File: src/rtl/exc_entry_defines.vh
`ifndef EXC_ENTRY_DEFINES_VH
`define EXC_ENTRY_DEFINES_VH

// ----------------------------------------------------------------------------
// register offsets (byte addresses)
// ----------------------------------------------------------------------------
`define OFS_CTRL        8'h00
`define OFS_MATCH_EN    8'h04
`define OFS_FAST_VEC    8'h08
`define OFS_SAVED_FLAGS 8'h0C
`define OFS_SAVED_PC    8'h10
`define OFS_STATUS      8'h14
`define OFS_MATCH_BASE  8'h20
`define OFS_MATCH_LAST  8'h3C

// ----------------------------------------------------------------------------
// control fields and reset values
// ----------------------------------------------------------------------------
`define CTRL_FAST_SEL   0
`define CTRL_DMA_SEL    1
`define CTRL_RST        2'h0
`define MATCH_EN_RST    8'h00
`define FAST_VEC_RST    24'h000000
`define MATCH_ADDR_RST  24'h000000

// ----------------------------------------------------------------------------
// flag register fields
// ----------------------------------------------------------------------------
`define FLAG_O          2
`define FLAG_I          6
`define FLAG_U          7
`define FLAG_IPL_HI     14
`define FLAG_IPL_LO     12
`define LEVEL_FAST      3'h7

// ----------------------------------------------------------------------------
// instruction codes presented by the core
// ----------------------------------------------------------------------------
`define OP_NONE         3'h0
`define OP_UNDEF        3'h1
`define OP_BREAK        3'h2
`define OP_INTO         3'h3
`define OP_INT          3'h4
`define OP_FAST_RET     3'h5
`define OP_DBG_BREAK    3'h6

// ----------------------------------------------------------------------------
// entry causes
// ----------------------------------------------------------------------------
`define CAUSE_NONE      4'h0
`define CAUSE_NMI       4'h1
`define CAUSE_WDT       4'h2
`define CAUSE_OSC       4'h3
`define CAUSE_MATCH     4'h4
`define CAUSE_UNDEF     4'h5
`define CAUSE_BREAK     4'h6
`define CAUSE_OVF       4'h7
`define CAUSE_INT       4'h8
`define CAUSE_PER       4'h9
`define CAUSE_FAST      4'hA
`define CAUSE_FRET      4'hB

// ----------------------------------------------------------------------------
// fixed vector addresses
// ----------------------------------------------------------------------------
`define VEC_UNDEF       24'hFFFFDC
`define VEC_OVF         24'hFFFFE0
`define VEC_BREAK       24'hFFFFE4
`define VEC_MATCH       24'hFFFFE8
`define VEC_WDT         24'hFFFFF0
`define VEC_NMI         24'hFFFFF8

// ----------------------------------------------------------------------------
// timing
// ----------------------------------------------------------------------------
`define FAST_ENTRY_CYC  3'h5
`define FAST_RET_CYC    3'h3
`define SW_NUM_SPLIT    6'h20

`endif

File: src/rtl/addr_match_cmp.v
module addr_match_cmp (
  input  wire        clk_sys,
  input  wire        rst_b,
  input  wire        wr_en,
  input  wire [23:0] wr_addr,
  input  wire        enable,
  input  wire        instr_valid,
  input  wire [23:0] instr_addr,
  output wire [23:0] match_addr,
  output wire        hit
);
`include "exc_entry_defines.vh"

  reg [23:0] match_address_reg_r;

  always @(posedge clk_sys or negedge rst_b) begin
    if (!rst_b) begin
      match_address_reg_r <= `MATCH_ADDR_RST;
    end else if (wr_en) begin
      match_address_reg_r <= wr_addr;
    end
  end

  assign match_addr = match_address_reg_r;
  // only first-byte addresses are presented; table data never is
  assign hit        = enable & instr_valid & (instr_addr == match_address_reg_r);

endmodule // addr_match_cmp

File: src/rtl/interrupt_entry.v
// Notes on behaviour
// - maskable requests need the I flag set and a level above the current level.
// - non-maskable sources ignore the I flag and have a fixed order.
// - undefined-opcode trap and break instructions raise their own non-maskable traps.
// - overflow trap instruction raises an interrupt only when the O flag is 1.
// - software vector call accepts numbers 0 to 63 via the relocatable table.
// - numbers 8-48, 52-54 and 57 share entries with peripheral requests.
// - vector call pushes flags and PC, then loads PC from the vector.
// - numbers 0-31 clear the U flag; 32-63 keep the current stack.
// - peripheral acknowledge saves flags and always clears the U flag.
// - a high-to-low edge on the NMI pin raises the NMI interrupt.
// - watchdog underflow raises a non-maskable interrupt.
// - oscillation stop detection raises a non-maskable interrupt.
// - eight enabled comparators raise an interrupt just before a matching instruction.
// - only an instruction's first byte address can trigger a match.
// - peripheral requests are maskable and dispatch through shared relocatable entries.
// - fast entry takes five cycles, fast return three.
// - with the fast select bit set, level 7 requests become the fast interrupt.
// - fast entry copies flags and PC to save registers, then uses the fast vector.
// - fast return restores flags and PC from the save registers.
// - fast save registers are shared with transfer channels two and three.
//
// Chosen here: the placing of the registers and strobed register access.
module interrupt_entry (
  input  wire        clk_sys,
  input  wire        rst_b,
  input  wire [7:0]  reg_addr,
  input  wire [31:0] reg_wdata,
  input  wire        reg_wr,
  input  wire        reg_rd,
  output wire [31:0] reg_rdata,
  input  wire        instr_valid,
  input  wire [23:0] instr_addr,
  input  wire [2:0]  instr_op,
  input  wire [5:0]  int_num,
  input  wire [15:0] flag_register,
  input  wire [23:0] pc_cur,
  input  wire [23:0] intb_base,
  input  wire        per_req,
  input  wire [2:0]  per_level,
  input  wire [5:0]  per_num,
  output wire        per_ack,
  input  wire        nmi_pin_b,
  input  wire        wdt_underflow,
  input  wire        osc_stop_det,
  output wire        core_hold,
  output wire        push_req,
  output wire [15:0] push_flags,
  output wire [23:0] push_pc,
  output wire        vec_fetch,
  output wire [23:0] vec_addr,
  output wire        pc_load,
  output wire [23:0] pc_value,
  output wire        flag_load,
  output wire [15:0] flag_value,
  output wire        fast_active,
  output wire        xfer_ch23_blocked
);
`include "exc_entry_defines.vh"

  // --------------------------------------------------------------------------
  // states
  // --------------------------------------------------------------------------
  localparam [4:0] ST_IDLE = 5'h01;
  localparam [4:0] ST_PUSH = 5'h02;
  localparam [4:0] ST_LOAD = 5'h04;
  localparam [4:0] ST_FENT = 5'h08;
  localparam [4:0] ST_FRET = 5'h10;

  reg  [4:0]  st_r;
  reg  [4:0]  st_nxt;
  reg  [2:0]  cnt_r;
  reg  [1:0]  ctrl_r;
  reg  [7:0]  match_enable_reg_r;
  reg  [23:0] fast_vector_reg_r;
  reg  [15:0] saved_flags_reg_r;
  reg  [23:0] saved_pc_reg_r;
  reg         nmi_prev_r;
  reg         nmi_pend_r;
  reg         wdt_pend_r;
  reg         osc_pend_r;
  reg         match_arm_r;
  reg         fast_active_r;
  reg  [15:0] push_flags_r;
  reg  [23:0] push_pc_r;
  reg  [23:0] vec_addr_r;
  reg  [23:0] pc_value_r;
  reg  [15:0] flag_value_r;
  reg  [3:0]  last_cause_r;
  reg  [31:0] rdata_r;

  reg         take;
  reg  [3:0]  cause;
  reg  [23:0] sel_vec;
  reg         clr_u;
  reg         ack;
  reg  [31:0] rd_mux;

  wire [7:0]  hit_vec;
  wire [23:0] match_addr [0:7];
  wire [2:0]  ipl      = flag_register[`FLAG_IPL_HI:`FLAG_IPL_LO];
  wire        nmi_fall = nmi_prev_r & ~nmi_pin_b;
  wire        match_hit = match_arm_r & (|hit_vec);
  wire        idle     = (st_r == ST_IDLE);
  wire        wr_match = reg_wr & (reg_addr >= `OFS_MATCH_BASE) & (reg_addr <= `OFS_MATCH_LAST);
  wire [7:0]  wr_sel   = {7'h00, wr_match & (reg_addr[1:0] == 2'b00)} << reg_addr[4:2];
  wire        fast_sel = ctrl_r[`CTRL_FAST_SEL];

  // --------------------------------------------------------------------------
  // address match comparators
  // --------------------------------------------------------------------------
  genvar gi;
  generate
    for (gi = 0; gi < 8; gi = gi + 1) begin : g_match
      addr_match_cmp u_cmp (
        .clk_sys     (clk_sys),
        .rst_b       (rst_b),
        .wr_en       (wr_sel[gi]),
        .wr_addr     (reg_wdata[23:0]),
        .enable      (match_enable_reg_r[gi]),
        .instr_valid (instr_valid),
        .instr_addr  (instr_addr),
        .match_addr  (match_addr[gi]),
        .hit         (hit_vec[gi])
      );
    end
  endgenerate

  // --------------------------------------------------------------------------
  // source selection at an instruction boundary
  // --------------------------------------------------------------------------
  always @* begin
    take    = 1'b0;
    cause   = `CAUSE_NONE;
    sel_vec = 24'h000000;
    clr_u   = 1'b1;
    ack     = 1'b0;
    if (idle && instr_valid) begin
      // fixed order; only the peripheral request branch checks the I flag
      if (nmi_pend_r) begin
        take    = 1'b1;
        cause   = `CAUSE_NMI;
        sel_vec = `VEC_NMI;
      end else if (wdt_pend_r) begin
        take    = 1'b1;
        cause   = `CAUSE_WDT;
        sel_vec = `VEC_WDT;
      end else if (osc_pend_r) begin
        take    = 1'b1;
        cause   = `CAUSE_OSC;
        sel_vec = `VEC_WDT;
      end else if (match_hit) begin
        take    = 1'b1;
        cause   = `CAUSE_MATCH;
        sel_vec = `VEC_MATCH;
      end else if (instr_op == `OP_UNDEF) begin
        take    = 1'b1;
        cause   = `CAUSE_UNDEF;
        sel_vec = `VEC_UNDEF;
      end else if (instr_op == `OP_BREAK) begin
        take    = 1'b1;
        cause   = `CAUSE_BREAK;
        sel_vec = `VEC_BREAK;
      end else if (instr_op == `OP_INTO && flag_register[`FLAG_O]) begin
        take    = 1'b1;
        cause   = `CAUSE_OVF;
        sel_vec = `VEC_OVF;
      end else if (instr_op == `OP_INT) begin
        take    = 1'b1;
        cause   = `CAUSE_INT;
        sel_vec = intb_base + {16'h0000, int_num, 2'b00};
        clr_u   = (int_num < `SW_NUM_SPLIT);
      end else if (instr_op == `OP_FAST_RET) begin
        take    = 1'b1;
        cause   = `CAUSE_FRET;
      end else if (per_req && flag_register[`FLAG_I] && (per_level > ipl)) begin
        take    = 1'b1;
        ack     = 1'b1;
        if (fast_sel && per_level == `LEVEL_FAST) begin
          cause = `CAUSE_FAST;
        end else begin
          cause   = `CAUSE_PER;
          sel_vec = intb_base + {16'h0000, per_num, 2'b00};
        end
      end
    end
  end

  // --------------------------------------------------------------------------
  // sequencer
  // --------------------------------------------------------------------------
  always @* begin
    st_nxt = st_r;
    case (st_r)
      ST_IDLE: begin
        if (take) begin
          if (cause == `CAUSE_FAST) begin
            st_nxt = ST_FENT;
          end else if (cause == `CAUSE_FRET) begin
            st_nxt = ST_FRET;
          end else begin
            st_nxt = ST_PUSH;
          end
        end
      end
      ST_PUSH: st_nxt = ST_LOAD;
      ST_LOAD: st_nxt = ST_IDLE;
      ST_FENT: begin
        if (cnt_r == 3'h0) begin
          st_nxt = ST_IDLE;
        end
      end
      ST_FRET: begin
        if (cnt_r == 3'h0) begin
          st_nxt = ST_IDLE;
        end
      end
      default: st_nxt = ST_IDLE;
    endcase
  end

  always @(posedge clk_sys or negedge rst_b) begin
    if (!rst_b) begin
      st_r              <= ST_IDLE;
      cnt_r             <= 3'h0;
      push_flags_r      <= 16'h0000;
      push_pc_r         <= 24'h000000;
      vec_addr_r        <= 24'h000000;
      pc_value_r        <= 24'h000000;
      flag_value_r      <= 16'h0000;
      saved_flags_reg_r <= 16'h0000;
      saved_pc_reg_r    <= 24'h000000;
      fast_active_r     <= 1'b0;
      last_cause_r      <= `CAUSE_NONE;
    end else begin
      st_r <= st_nxt;
      if (cnt_r != 3'h0) begin
        cnt_r <= cnt_r - 3'h1;
      end
      if (take) begin
        last_cause_r <= cause;
        flag_value_r <= flag_register & ~(16'h0001 << `FLAG_I) & ~({15'h0000, clr_u} << `FLAG_U);
        case (cause)
          `CAUSE_FAST: begin
            saved_flags_reg_r <= flag_register;
            saved_pc_reg_r    <= pc_cur;
            pc_value_r        <= fast_vector_reg_r;
            fast_active_r     <= 1'b1;
            cnt_r             <= `FAST_ENTRY_CYC - 3'h2;
          end
          `CAUSE_FRET: begin
            pc_value_r    <= saved_pc_reg_r;
            flag_value_r  <= saved_flags_reg_r;
            fast_active_r <= 1'b0;
            cnt_r         <= `FAST_RET_CYC - 3'h2;
          end
          default: begin
            push_flags_r <= flag_register;
            push_pc_r    <= pc_cur;
            vec_addr_r   <= sel_vec;
          end
        endcase
      end
    end
  end

  // --------------------------------------------------------------------------
  // event capture; a new event wins over the clear on acceptance
  // --------------------------------------------------------------------------
  always @(posedge clk_sys or negedge rst_b) begin
    if (!rst_b) begin
      nmi_prev_r  <= 1'b1;
      nmi_pend_r  <= 1'b0;
      wdt_pend_r  <= 1'b0;
      osc_pend_r  <= 1'b0;
      match_arm_r <= 1'b1;
    end else begin
      nmi_prev_r <= nmi_pin_b;
      nmi_pend_r <= nmi_fall | (nmi_pend_r & ~(take && cause == `CAUSE_NMI));
      wdt_pend_r <= wdt_underflow | (wdt_pend_r & ~(take && cause == `CAUSE_WDT));
      osc_pend_r <= osc_stop_det | (osc_pend_r & ~(take && cause == `CAUSE_OSC));
      // one match per visit, otherwise the returning instruction re-traps forever
      if (take && cause == `CAUSE_MATCH) begin
        match_arm_r <= 1'b0;
      end else if (instr_valid && !core_hold) begin
        match_arm_r <= 1'b1;
      end
    end
  end

  // --------------------------------------------------------------------------
  // register port
  // --------------------------------------------------------------------------
  always @(posedge clk_sys or negedge rst_b) begin
    if (!rst_b) begin
      ctrl_r             <= `CTRL_RST;
      match_enable_reg_r <= `MATCH_EN_RST;
      fast_vector_reg_r  <= `FAST_VEC_RST;
      rdata_r            <= 32'h00000000;
    end else begin
      if (reg_wr) begin
        case (reg_addr)
          `OFS_CTRL:     ctrl_r             <= reg_wdata[1:0];
          `OFS_MATCH_EN: match_enable_reg_r <= reg_wdata[7:0];
          `OFS_FAST_VEC: fast_vector_reg_r  <= reg_wdata[23:0];
          default:       ctrl_r             <= ctrl_r;
        endcase
      end
      rdata_r <= reg_rd ? rd_mux : 32'h00000000;
    end
  end

  always @* begin
    rd_mux = 32'h00000000;
    case (reg_addr)
      `OFS_CTRL:        rd_mux = {30'h00000000, ctrl_r};
      `OFS_MATCH_EN:    rd_mux = {24'h000000, match_enable_reg_r};
      `OFS_FAST_VEC:    rd_mux = {8'h00, fast_vector_reg_r};
      `OFS_SAVED_FLAGS: rd_mux = {16'h0000, saved_flags_reg_r};
      `OFS_SAVED_PC:    rd_mux = {8'h00, saved_pc_reg_r};
      `OFS_STATUS:      rd_mux = {16'h0000, last_cause_r, fast_active_r, match_arm_r, osc_pend_r,
                                  wdt_pend_r, nmi_pend_r, 2'b00, st_r};
      default: begin
        if (reg_addr >= `OFS_MATCH_BASE && reg_addr <= `OFS_MATCH_LAST && reg_addr[1:0] == 2'b00) begin
          rd_mux = {8'h00, match_addr[reg_addr[4:2]]};
        end
      end
    endcase
  end

  // --------------------------------------------------------------------------
  // outputs
  // --------------------------------------------------------------------------
  assign reg_rdata         = rdata_r;
  assign core_hold         = ~idle | take;
  assign per_ack           = ack;
  assign push_req          = (st_r == ST_PUSH);
  assign push_flags        = push_flags_r;
  assign push_pc           = push_pc_r;
  assign vec_fetch         = (st_r == ST_LOAD);
  assign vec_addr          = vec_addr_r;
  assign pc_load           = (st_r == ST_FENT || st_r == ST_FRET) && (cnt_r == 3'h0);
  assign pc_value          = pc_value_r;
  assign flag_load         = pc_load | (st_r == ST_LOAD);
  assign flag_value        = flag_value_r;
  assign fast_active       = fast_active_r;
  // save registers double as channel two/three state while the fast path is enabled
  assign xfer_ch23_blocked = fast_sel;

endmodule // interrupt_entry

File: config.mk
export PLATFORM = sky130hd
export DESIGN_NAME = interrupt_entry
export DESIGN_NICKNAME = d
export VERILOG_FILES = /design/src/rtl/addr_match_cmp.v /design/src/rtl/interrupt_entry.v
export VERILOG_INCLUDE_DIRS = /design/src /design/src/rtl
export SDC_FILE = /design/constraint.sdc
export NUM_CORES = 1
export LEC_CHECK = 0
export BUFFER_PORTS_ARGS = -buffer_cell sky130_fd_sc_hd__buf_2
export CORE_MARGIN = 2
export CORE_UTILIZATION = 45
export CTS_CLUSTER_DIAMETER = 50
export DETAILED_ROUTE_END_ITERATION = 6
export SLEW_MARGIN = 15
export SYNTH_ARGS = -nofsm -noshare
export SYNTH_HDL_FRONTEND = slang
export SYNTH_SLANG_ARGS = --single-unit
export TNS_END_PERCENT = 10
File: constraint.sdc
create_clock -name clk_sys -period 5.8 [get_ports clk_sys]
set_input_delay 1.16 -clock clk_sys [delete_from_list [all_inputs] [get_ports clk_sys]]
set_output_delay 1.16 -clock clk_sys [all_outputs]
set_load 0.01 [all_outputs]
==> out/summary.txt <==
Setup crit start kind = input port
post-DR wirelength/cell = 27.1 um
Mapped Cells = 1877
RSZ-0062 raised after global routing = false
nets = 2300
Vias/cell = 5.88
Pins Over Slew Limit = 0
Avg Cell Area, Syn = 11.8 sq um
relative slew slack = 21.9%
All-Layer GR Usage = 30.1%
Reg clk slew, reported paths = 50 ps
CP arrival = 3900 ps
YS warnings = 0
Post-Syn Area = 22100 sq um
initial antenna violation count = 3
Power Density = 332 nW/um^2
Max Fclk = 0.198 GHz
Synth async-reset ratio = 100%
H-Tree Depth = 2
Vias = 16700
post-DP HPWL = 58400 um
Fillers = 4328
peak supply drop = 0.000234 V
#FFs+latches synth = 412
die area = 51000 sq um
clk buf depth = 3
Post-synth EDFFs = 0
Final min period = 5060 ps
Root Driver = clkbuf_16
Final Skew = 14.9 ps
# placed instances = 2737
share of cells above drive strength 1 = 34.5%
placer congestion estimate = 0.951
Ports = 299
Placed Area = 24100 sq um
worst-path fanout max = 9
Fin. Hold Viols = 0
vias in the first global route = 16700
Skew-Pair Late Insertion Delay = 610 ps
CTS tree = built
TNS Setup = 0 ps
TritonCTS Sinks = 412
# port buffers = 282
CP startpoint = instr_addr[4]
Pleak = 12.4 nW
Main synth FF type = dfrtp_1
Synth cell types = 64
most frequent cells in the layout = dfrtp_1 (409), buf_2 (280), mux2_2 (273)
synth-to-layout area growth = 16.7%
global-route wire length before repair = 112000 um
measured slew at the worst slew-check pin = 1170 ps
hold path startpoint = vec_addr[22]
post-CTS sizing = 0
Die W = 226 um
Die Y = 226 um
1st-iter DRT viols = 1242
largest net degree at the start of global routing = 113
most common cell after layout, fill and taps aside = dfrtp_1
Post-CTS Setup Inserts = 0
Layout Cells excl Fill = 2834
final-report setup violation count = 0
# rows = 81
CTS Buf Count = 51
antenna viol nets, final = 0
initial core utilization = 45.4%
Setup CP Type = input port to output port
Max-Cap Viols = 0
drt drc = 1
Finished Cell Area = 25800 sq um
final wirelength = 76700 um
status = complete, but fails checks
register area share after synthesis = 46.6%
hold_buf cts = 0
worst hold slack = 470 ps
Worst Path Required = 4640 ps
drt first pass iters = 7
global route overflow = 0
failing checks = design-rule violations
Hold Crit Class = flip-flop to flip-flop
core area = 48700 sq um
period utilisation layout = 87.3%
RR Startpoint = g_match[2].u_cmp.match_addr[23]
CP Capture Type = output port
[kinds of logic (layout without fill, tap and decap cells)]
family | after synthesis | after routing | synth area share [%]
other | 1 | 10 | 0.0169
DFF | 412 | 412 | 46.6
AOI/OAI and AO/OA | 250 | 250 | 7.29
xor gates and xnor gates | 204 | 204 | 8.07
buffers and inverters | 146 | 430 | 3.44
adders and majority gates | 19 | 19 | 1.14
and+or+nand+nor | 417 | 417 | 9.45
muxes | 428 | 428 | 24.0
[report_power, final]
part,internal [mW],switching [mW],leakage [nW],total [mW]
clock,1.95,1.34,0.845,3.30
sequential,3.24,0.232,5.48,3.47
combinational,0.731,1.08,6.09,1.81
total,5.93,2.65,12.4,8.57
[layer usage]
layer	track usage (%)	vias up	share of wire [%]
met3	4.07	127	5.1
met5	0	-	0.013
met2	51.0	518	49
met1	39.4	8670	42
li1	-	7339	-
met4	11.5	2	3.9
[flip-flops by register name, indices dropped and copies added (netlist names), 3 cells and up]
name / count
push_pc: 24
saved_pc_reg_r: 24
fast_vector_reg_r: 24
reg_rdata: 24
vec_addr: 24
match_enable_reg_r: 8
g_match.u_cmp.match_addr: 192
cnt_r: 3
pc_value: 24
last_cause_r: 4
saved_flags_reg_r: 16
push_flags: 16
st_r: 5
flag_value: 16
[final cells by class]
type / count / area, sq um / area share (%)
antenna: 2 / 5.00 / 0.0194
clock buffer: 67 / 1410 / 5.45
clock inverter: 28 / 345 / 1.34
inverter: 24 / 90.1 / 0.349
multi-input combinational: 1326 / 11100 / 43.1
sequential: 412 / 10300 / 39.9
tap: 664 / 831 / 3.22
timing repair buffer: 311 / 1690 / 6.55
[critical path: stages]
cell	delay, ps
buf_2	250
xor2_1	530
nor2_1	100
nand4_1	160
o22ai_1	150
o41ai_4	790
nand3_1	230
nor3_1	310
buf_2	210
[final timing paths]
check | end | slack [ps] | cells after the start
worst max-delay path | per_ack | 740 | 9
worst min-delay path | vec_addr[22] | 470 | 2
worst max register to register | pc_value[14] | 1850 | 10
worst min register to register | vec_addr[22] | 470 | 2
max in group asynchronous | vec_addr[22] | 3990 | 2
min in group asynchronous | push_pc[23] | 530 | 1
[per-stage QoR]
stage,power [mW],worst slack [ps],utilization [%]
after floorplan,4.53,1540,-
after global placement,5.29,758,49.4
after detailed placement,5.33,790,49.4
after CTS,8.64,787,53.0
after global routing,8.93,628,53.0
final,8.57,737,53.0
[Yosys cell counts (all sizes together), types with 3 or more instances]
cell type / n / share of area, %
or3: 6 / 0.17
xnor2: 5 / 0.20
inv: 24 / 0.41
a2bb2oi: 4 / 0.16
nand4b: 9 / 0.36
o221ai: 5 / 0.20
nor4: 76 / 2.2
a211oi: 5 / 0.17
ha: 17 / 0.96
dfstp: 3 / 0.36
and4: 3 / 0.12
clkbuf: 45 / 0.76
a31oi: 8 / 0.23
nor3: 19 / 0.45
nand3: 14 / 0.32
a222oi: 8 / 0.36
nor2: 107 / 1.8
o21ai: 86 / 1.9
buf: 77 / 2.3
and2: 7 / 0.20
a221oi: 10 / 0.40
or2: 4 / 0.11
nor2b: 19 / 0.54
a22o: 8 / 0.32
nand4: 30 / 0.85
a21o: 11 / 0.37
dfrtp: 409 / 46
nand2b: 9 / 0.25
o21a: 17 / 0.58
nor3b: 3 / 0.10
mux2i: 71 / 3.2
o22ai: 20 / 0.59
nand2: 104 / 1.8
and3: 3 / 0.085
xor2: 199 / 7.9
mux4: 48 / 4.9
mux2: 309 / 16
a21oi: 43 / 0.97
a22oi: 15 / 0.51
Power figures use the tool's default switching activity.
